### src/design/fifo_port_pkg.sv
// package: constants and carrier types for the parallel fifo host port
package fifo_port_pkg;

  // =========================================================
  // data and timing
  localparam int DATA_W        = 8;
  localparam int CLK_FREQ_HZ   = 40_000_000;
  localparam int CLK_PERIOD_NS = 25;
  localparam int WAKE_MIN_MS   = 20;
  // least time in whole cycles; per-ms cycle count rounds down
  localparam int WAKE_MIN_CYC  =
    (WAKE_MIN_MS * (CLK_FREQ_HZ / 1000) + 0) ;
  localparam int WAKE_CNT_W    = 21;
  localparam int SYNC_STAGES   = 3;

  // =========================================================
  // auxiliary pin function select codes
  localparam logic [2:0] AUX_SEL_DRIVE_0    = 3'h0;
  localparam logic [2:0] AUX_SEL_DRIVE_1    = 3'h1;
  localparam logic [2:0] AUX_SEL_SUSPEND    = 3'h2;
  localparam logic [2:0] AUX_SEL_RX_AVAIL   = 3'h3;
  localparam logic [2:0] AUX_SEL_TX_SPACE   = 3'h4;
  localparam logic [2:0] AUX_SEL_INPUT      = 3'h5;

  // =========================================================
  // configuration store field layout
  localparam int CFG_WAKE_EN_BIT   = 0;
  localparam int CFG_PULL_LOW_BIT  = 1;
  localparam int CFG_AUX_A_LSB     = 2;
  localparam int CFG_AUX_B_LSB     = 5;
  localparam int CFG_W             = 8;

  // =========================================================
  // carriers
  typedef struct packed {
    logic              valid;
    logic [DATA_W-1:0] data;
  } byte_beat_t;

  typedef struct packed {
    logic wake_en;
    logic pull_low_en;
    logic [2:0] aux_a_sel;
    logic [2:0] aux_b_sel;
  } port_cfg_t;

  typedef struct packed {
    logic out;
    logic oe;
  } pin_drive_t;

endpackage : fifo_port_pkg

### src/design/async_byte_fifo_host_port.sv
// top: device side of the asynchronous 8-bit fifo host port
// Function
// - read strobe low drives current receive byte
// - read strobe falling edge consumes receive byte; next loads after strobe rises
// - write strobe falling edge captures bus byte
// - transmit flag high when no room; no writes
// - receive flag low when byte waiting
// - both flags undriven during reset
// - remote wakeup in suspend makes receive pin input
// - receive pin low 20ms in suspend requests resume
// - inputs pull up; option pulls low in suspend
// - send-now input flushes transmit data
// - send-now during suspend requests wakeup instead
// - active-low reset input resets whole device
// - auxiliary pin functions from configuration store
`timescale 1ns/1ps
`default_nettype none
module async_byte_fifo_host_port
  import fifo_port_pkg::*;
(
  // clock and reset
  input  wire logic              clk_in,
  input  wire logic              rst_n_in,
  // parallel data bus pins
  input  wire logic [DATA_W-1:0] bus_data_in,
  output logic      [DATA_W-1:0] bus_data_out,
  output logic                   bus_data_oe_out,
  // strobes and send-now pins
  input  wire logic              rd_strobe_n_in,
  input  wire logic              wr_strobe_in,
  input  wire logic              send_now_wake_n_in,
  // flag pins
  output logic                   tx_space_flag_n_out,
  output logic                   tx_space_flag_oe_out,
  input  wire logic              rx_avail_flag_n_in,
  output logic                   rx_avail_flag_n_out,
  output logic                   rx_avail_flag_oe_out,
  // input pin pull control
  output logic                   pull_up_en_out,
  output logic                   pull_down_en_out,
  // auxiliary pins
  input  wire logic              aux_config_pin_a_in,
  output logic                   aux_config_pin_a_out,
  output logic                   aux_config_pin_a_oe_out,
  input  wire logic              aux_config_pin_b_in,
  output logic                   aux_config_pin_b_out,
  output logic                   aux_config_pin_b_oe_out,
  output logic                   aux_a_level_out,
  output logic                   aux_b_level_out,
  // configuration store and usb engine
  input  wire port_cfg_t         cfg_in,
  input  wire logic              suspend_indicator_n_in,
  input  wire byte_beat_t        rx_beat_in,
  output logic                   rx_ready_out,
  output byte_beat_t             tx_beat_out,
  input  wire logic              tx_ready_in,
  output logic                   flush_req_out,
  output logic                   resume_req_out
);

  // =========================================================
  // pin synchronisers
  logic rd_n_s;
  logic wr_s;
  logic wr_n_s;
  logic send_now_wake_n_n_s;
  logic rxf_pin_s;
  logic aux_a_s;
  logic aux_b_s;

  pin_sync u_sync_rd (
    .clk_in    (clk_in),
    .rst_n_in  (rst_n_in),
    .pin_in    (rd_strobe_n_in),
    .level_out (rd_n_s)
  );
  // write strobe idles low; synced inverted so reset level matches idle
  // and no false falling edge follows reset
  pin_sync u_sync_wr (
    .clk_in    (clk_in),
    .rst_n_in  (rst_n_in),
    .pin_in    (~wr_strobe_in),
    .level_out (wr_n_s)
  );
  assign wr_s = ~wr_n_s;
  pin_sync u_sync_send_now_wake_n (
    .clk_in    (clk_in),
    .rst_n_in  (rst_n_in),
    .pin_in    (send_now_wake_n_in),
    .level_out (send_now_wake_n_n_s)
  );
  pin_sync u_sync_rxf (
    .clk_in    (clk_in),
    .rst_n_in  (rst_n_in),
    .pin_in    (rx_avail_flag_n_in),
    .level_out (rxf_pin_s)
  );
  pin_sync u_sync_aux_a (
    .clk_in    (clk_in),
    .rst_n_in  (rst_n_in),
    .pin_in    (aux_config_pin_a_in),
    .level_out (aux_a_s)
  );
  pin_sync u_sync_aux_b (
    .clk_in    (clk_in),
    .rst_n_in  (rst_n_in),
    .pin_in    (aux_config_pin_b_in),
    .level_out (aux_b_s)
  );

  // =========================================================
  // auxiliary pin function decode, used for both pins
  function automatic pin_drive_t aux_drive(input logic [2:0] sel,
                                           input logic susp,
                                           input logic rxf_n,
                                           input logic txe_n);
    pin_drive_t d;
    d = '{out: 1'b0, oe: 1'b1};
    case (sel)
      AUX_SEL_DRIVE_0:  d.out = 1'b0;
      AUX_SEL_DRIVE_1:  d.out = 1'b1;
      AUX_SEL_SUSPEND:  d.out = susp;
      AUX_SEL_RX_AVAIL: d.out = rxf_n;
      AUX_SEL_TX_SPACE: d.out = txe_n;
      default:          d.oe  = 1'b0;
    endcase
    return d;
  endfunction

  // =========================================================
  // state
  logic                 rd_n_q;
  logic                 rd_n_d;
  logic                 wr_q;
  logic                 wr_d;
  logic                 send_now_wake_n_n_q;
  logic                 send_now_wake_n_n_d;
  logic                 rx_full_q;
  logic                 rx_full_d;
  logic [DATA_W-1:0]    rx_byte_q;
  logic [DATA_W-1:0]    rx_byte_d;
  byte_beat_t           tx_q;
  byte_beat_t           tx_d;
  logic                 flush_q;
  logic                 flush_d;
  logic                 resume_q;
  logic                 resume_d;
  logic [WAKE_CNT_W-1:0] wake_cnt_q;
  logic [WAKE_CNT_W-1:0] wake_cnt_d;
  logic                 in_reset_q;
  logic                 suspended;
  logic                 rxf_as_input;
  logic                 rd_fall;
  logic                 wr_fall;
  logic                 send_now_wake_n_fall;

  assign suspended    = suspend_indicator_n_in;
  assign rxf_as_input = cfg_in.wake_en & suspended;
  assign rd_fall      = rd_n_q & ~rd_n_s;
  assign wr_fall      = wr_q & ~wr_s;
  assign send_now_wake_n_fall    = send_now_wake_n_n_q & ~send_now_wake_n_n_s;

  always_comb begin
    rd_n_d     = rd_n_s;
    wr_d       = wr_s;
    send_now_wake_n_n_d   = send_now_wake_n_n_s;
    rx_full_d  = rx_full_q;
    rx_byte_d  = rx_byte_q;
    tx_d       = tx_q;
    flush_d    = 1'b0;
    resume_d   = 1'b0;
    wake_cnt_d = '0;
    // falling read edge consumes held byte; flag rises until refill
    if (rd_fall && rx_full_q) begin
      rx_full_d = 1'b0;
    end
    // refill only while strobe is high so the byte on the bus holds
    if (!rx_full_d && rx_beat_in.valid && rd_n_s) begin
      rx_full_d = 1'b1;
      rx_byte_d = rx_beat_in.data;
    end
    if (tx_q.valid && tx_ready_in) begin
      tx_d.valid = 1'b0;
    end
    // pin byte is sampled late; host holds data past the edge
    if (wr_fall && !tx_q.valid) begin
      tx_d = '{valid: 1'b1, data: bus_data_in};
    end
    if (send_now_wake_n_fall) begin
      if (suspended) begin
        resume_d = 1'b1;
      end else begin
        flush_d = 1'b1;
      end
    end
    if (rxf_as_input && !rxf_pin_s) begin
      if (wake_cnt_q == WAKE_CNT_W'(WAKE_MIN_CYC)) begin
        wake_cnt_d = wake_cnt_q;
      end else begin
        wake_cnt_d = wake_cnt_q + 1'b1;
      end
      if (wake_cnt_q == WAKE_CNT_W'(WAKE_MIN_CYC - 1)) begin
        resume_d = 1'b1;
      end
    end
  end

  // whole port returns to idle from the reset pin
  always_ff @(posedge clk_in) begin
    if (!rst_n_in) begin
      rd_n_q     <= 1'b1;
      wr_q       <= 1'b0;
      send_now_wake_n_n_q   <= 1'b1;
      rx_full_q  <= 1'b0;
      rx_byte_q  <= 8'h00;
      tx_q       <= '0;
      flush_q    <= 1'b0;
      resume_q   <= 1'b0;
      wake_cnt_q <= '0;
      in_reset_q <= 1'b1;
    end else begin
      rd_n_q     <= rd_n_d;
      wr_q       <= wr_d;
      send_now_wake_n_n_q   <= send_now_wake_n_n_d;
      rx_full_q  <= rx_full_d;
      rx_byte_q  <= rx_byte_d;
      tx_q       <= tx_d;
      flush_q    <= flush_d;
      resume_q   <= resume_d;
      wake_cnt_q <= wake_cnt_d;
      in_reset_q <= 1'b0;
    end
  end

  // =========================================================
  // pin drive
  pin_drive_t aux_a_drv;
  pin_drive_t aux_b_drv;

  always_comb begin
    aux_a_drv = aux_drive(cfg_in.aux_a_sel, suspended,
                          ~rx_full_q, tx_q.valid);
    aux_b_drv = aux_drive(cfg_in.aux_b_sel, suspended,
                          ~rx_full_q, tx_q.valid);
  end

  assign bus_data_out         = rx_byte_q;
  // bus driven only for a low synchronised read strobe
  assign bus_data_oe_out      = ~in_reset_q & ~rd_n_s;
  assign tx_space_flag_n_out  = tx_q.valid;
  assign tx_space_flag_oe_out = ~in_reset_q;
  assign rx_avail_flag_n_out  = ~rx_full_q;
  assign rx_avail_flag_oe_out = ~in_reset_q & ~rxf_as_input;
  assign pull_down_en_out     = cfg_in.pull_low_en & suspended;
  assign pull_up_en_out       = ~pull_down_en_out;
  assign aux_config_pin_a_out    = aux_a_drv.out;
  assign aux_config_pin_a_oe_out = aux_a_drv.oe & ~in_reset_q;
  assign aux_config_pin_b_out    = aux_b_drv.out;
  assign aux_config_pin_b_oe_out = aux_b_drv.oe & ~in_reset_q;
  assign aux_a_level_out      = aux_a_s;
  assign aux_b_level_out      = aux_b_s;
  assign rx_ready_out         = ~rx_full_q & rd_n_s;
  assign tx_beat_out          = tx_q;
  assign flush_req_out        = flush_q;
  assign resume_req_out       = resume_q;

endmodule // async_byte_fifo_host_port
`default_nettype wire

### src/design/pin_sync.sv
// three-stage synchroniser with agreement filter for a pin input
`timescale 1ns/1ps
`default_nettype none
module pin_sync
  import fifo_port_pkg::*;
(
  // clock and reset
  input  wire logic clk_in,
  input  wire logic rst_n_in,
  // pin side
  input  wire logic pin_in,
  // filtered level
  output logic      level_out
);

  // =========================================================
  // stages
  logic [SYNC_STAGES-1:0] stage_q;
  logic [SYNC_STAGES-1:0] stage_d;
  logic                   level_q;
  logic                   level_d;

  always_comb begin
    stage_d = {stage_q[SYNC_STAGES-2:0], pin_in};
    level_d = level_q;
    // first stage is read only by the second
    if (stage_q[1] == stage_q[2]) begin
      level_d = stage_q[2];
    end
  end

  // pins idle high, so reset to high
  always_ff @(posedge clk_in) begin
    if (!rst_n_in) begin
      stage_q <= '1;
      level_q <= 1'b1;
    end else begin
      stage_q <= stage_d;
      level_q <= level_d;
    end
  end

  assign level_out = level_q;

endmodule // pin_sync
`default_nettype wire

### config.mk
export PLATFORM = sky130hd
export DESIGN_NAME = async_byte_fifo_host_port
export DESIGN_NICKNAME = d
export VERILOG_FILES = /design/src/design/fifo_port_pkg.sv /design/src/design/async_byte_fifo_host_port.sv /design/src/design/pin_sync.sv
export SDC_FILE = /design/constraint.sdc
export NUM_CORES = 1
export LEC_CHECK = 0
export BUFFER_PORTS_ARGS = -buffer_cell sky130_fd_sc_hd__buf_2
export CORE_MARGIN = 8
export CORE_UTILIZATION = 40
export DETAILED_ROUTE_END_ITERATION = 10
export PLACE_DENSITY = 0.66
export SLEW_MARGIN = 10
export SYNTH_ARGS = -nofsm -noshare
export SYNTH_HDL_FRONTEND = slang
export SYNTH_SLANG_ARGS = --single-unit
### constraint.sdc
create_clock -name clk_in -period 4.1 [get_ports clk_in]
set_input_delay 0.205 -clock clk_in [delete_from_list [all_inputs] [get_ports clk_in]]
set_output_delay 0.205 -clock clk_in [all_outputs]
set_load 0.01 [all_outputs]
==> results.sh <==
export IMPL_cts_tree="built"
export IMPL_worstMarginPinSlew_ns=0.619
export IMPL_root_buffer="clkbuf_8"
export IMPL_critical_path_class="reg -> reg"
export IMPL_io_pins=68
export IMPL_core_mm2=0.00639
export IMPL_synth_top_family_by_area="simple AND/OR/NAND/NOR gates"
export IMPL_area_growth_pct=21.5
export IMPL_finClkSkew_ns=0.0100
export IMPL_maxCapViolations=0
export IMPL_finalNetCount=396
export IMPL_crit_arrival_ns=2.28
export IMPL_finalPower_mw=1.28
export IMPL_final_common_cell="dfxtp_1"
export IMPL_final_hold_viol_count=0
export IMPL_status="finished clean"
export IMPL_routed_wl_um=5720
export IMPL_slew_viol_final=0
export IMPL_cts_buffers_inserted=9
export IMPL_synth_fp_nets=331
export IMPL_synth_area_per_cell_um2=9.04
export IMPL_netlist_area_leader_share=0.520
export IMPL_num_rows=29
export IMPL_synthMuxAreaShare=0.0386
export IMPL_initial_core_util=0.416
export IMPL_grt_pass1_vias=2081
export IMPL_yosys_area_share_adder=0.00941
export IMPL_p_leak_nw=1.30
export IMPL_yosysSeqAreaShare=0.520
export IMPL_final_cell_mix="dfxtp_1, buf_2, nor2_1, a21oi_1, nand2_1"
export IMPL_clk_insertion_delay_late_ns=0.33
export IMPL_die_h_um=97.5
export IMPL_track_usage=0.119
export IMPL_antenna_found_initial=0
export IMPL_synth_xor_area_frac=0.0329
export IMPL_fillers=637
export IMPL_final_antenna_net_count=0
export IMPL_p_per_area_mw_per_mm2=397
export IMPL_setup_violations=0
export IMPL_yosys_warnings=0
export IMPL_portBuffers=67
export IMPL_vdd_drop_max_mv=0.254
export IMPL_fin_crit_sh=0.499
export IMPL_clock_path_buffers=2
export IMPL_grt_start_max_net_pins=30
export IMPL_synth_compound_area_frac=0.104
export IMPL_drc=0
export IMPL_dp_hpwl_um=4160
export IMPL_ctsHtreeMaxLevel=3
export IMPL_endpoint_kind="flip-flop"
export IMPL_holdBufCountCts=0
export IMPL_cp_required_ns=4.33
export IMPL_cts_resized=0
export IMPL_holdWs_ns=0.0291
export IMPL_syn_area_mm2=0.00266
export IMPL_critPathLaunchType="flip-flop"
export IMPL_syn_inst=294
export IMPL_routedWlPerCell_um=13.0
export IMPL_die_area_mm2=0.00951
export IMPL_globalplace_congestion=0.831
export IMPL_yosys_area_share_simple=0.263
export IMPL_dr_pass1_iters=4
export IMPL_num_vias=2221
export IMPL_grt_overflow=0
export IMPL_place_ws_ns=2.07
export IMPL_synth_area_top_cells="dfxtp_1, a21oi_1, nand2b_1"
export IMPL_dieWidth_um=97.5
export IMPL_slew_headroom=0.581
export IMPL_utilization=0.506
export IMPL_crit_fanout=10
export IMPL_ys_types=36
export IMPL_drive_gt1_frac=0.245
export IMPL_timing_fmax_ghz=0.488
export IMPL_cts_sinks=69
export IMPL_grt_pass1_wl_um=9480
export IMPL_hold_path_class="in -> reg"
export IMPL_rsz0062_at_grt="false"
export IMPL_synth_top_cell_by_area="dfxtp_1"
export IMPL_fin_setup_tns_ns=0
export IMPL_drt_iter0_drc=110
export IMPL_path_clk_slew_ns=0.07
export IMPL_postCtsSetupBuffers=0
export IMPL_final_setup_worst_slack_ns=2.05
export IMPL_vias_per_cell=5.04
export IMPL_layout_min_cycle_time_ns=2.05
export IMPL_antenna_cells=0
export IMPL_ys_seq_elements=69
## stage by stage
| stage | area [µm²] | cells |
|---|---|---|
| 4_1_cts | 3230 | 441 |
| 3_5_place_dp | 3040 | 425 |
| 2_1_floorplan | 2660 | 294 |
| 5_1_grt | 3230 | 441 |
| 3_3_place_gp | 3040 | 425 |
| 6_report | 3230 | 441 |
## Yosys cell counts
cell type and number:
or3_1 4, o21a_1 2, nand2_1 23, or4_1 5, nor3_1 4, or2_2 1, and4_1 3, or4_4 1
buf_4 2, or4b_4 1, and3_1 1, a221oi_1 1, nor4_1 2, ha_1 2, and2_1 1, o22ai_1 2
nand4_1 8, nor4b_1 1, a21oi_1 29, nand4b_1 3, or3_2 1, xor2_1 7, clkbuf_1 12, nor3b_1 1
o31ai_1 4, mux2i_1 8, o21ai_0 13, xnor2_1 3, nor2b_1 2, nor2_1 32, dfxtp_1 69, nand3_1 14
nand3b_1 1, nand2b_1 22, inv_1 7, mux2_2 2
## power breakdown
| part | total [mW] | internal (mW) | switching [mW] |
|---|---|---|---|
| sequential | 0.689 | 0.683 | 0.00597 |
| combinational | 0.0682 | 0.0314 | 0.0367 |
| clock | 0.525 | 0.280 | 0.246 |
| total | 1.28 | 0.994 | 0.288 |
## worst max-delay path: stages (launching register included)
cell and delay (ns):
dfxtp_1 0.47, nand4_1 0.18, or3_1 0.54, or4_1 0.50, a221oi_1 0.26
## cells by family after synthesis
kind of cell    Yosys count
flops                    69
compound gates           51
mux                      10
fa+ha+maj                 2
simple gates            131
xor+xnor                 10
buf+inv                  21
## flip-flops by register name (all words and copies together) (netlist names), 3 cells and up
signal,cells
bus_data_out,8
tx_beat_out,8
wake_cnt_q,21
u_sync_rd.stage_q,3
u_sync_aux_b.stage_q,3
u_sync_rxf.stage_q,3
u_sync_wr.stage_q,3
u_sync_aux_a.stage_q,3
u_sync_send_now_wake_n.stage_q,3
## worst paths after layout
kind                                      startpoint              endpoint  slack (ns)  cells past startpoint
worst max register to register         wake_cnt_q[8]        wake_cnt_q[20]        2.05                      4
worst min register to register  u_sync_rd.stage_q[0]  u_sync_rd.stage_q[1]        0.41                      1
worst min-delay path                    wr_strobe_in  u_sync_wr.stage_q[0]        0.03                      2
worst max-delay path                   wake_cnt_q[8]        wake_cnt_q[20]        2.05                      4
## area by class of cell
class | instances | area, µm² | share of cell area
Inverter | 7 | 26.3 | 0.00814
Tap cell | 77 | 96.3 | 0.0298
Clock buffer | 10 | 128 | 0.0395
Sequential cell | 69 | 1380 | 0.428
Timing Repair Buffer | 68 | 343 | 0.106
Multi-Input combinational cell | 204 | 1190 | 0.369
Clock inverter | 6 | 63.8 | 0.0198
## per-layer routing
layer / vias up / routed length [µm] / global-route usage
met5: - / 0 / 0
met4: 0 / 43 / 0.0629
met3: 2 / 187 / 0.0249
met2: 42 / 2920 / 0.202
met1: 1025 / 2580 / 0.137
li1: 1152 / - / -
Power figures use the tool's default switching activity.
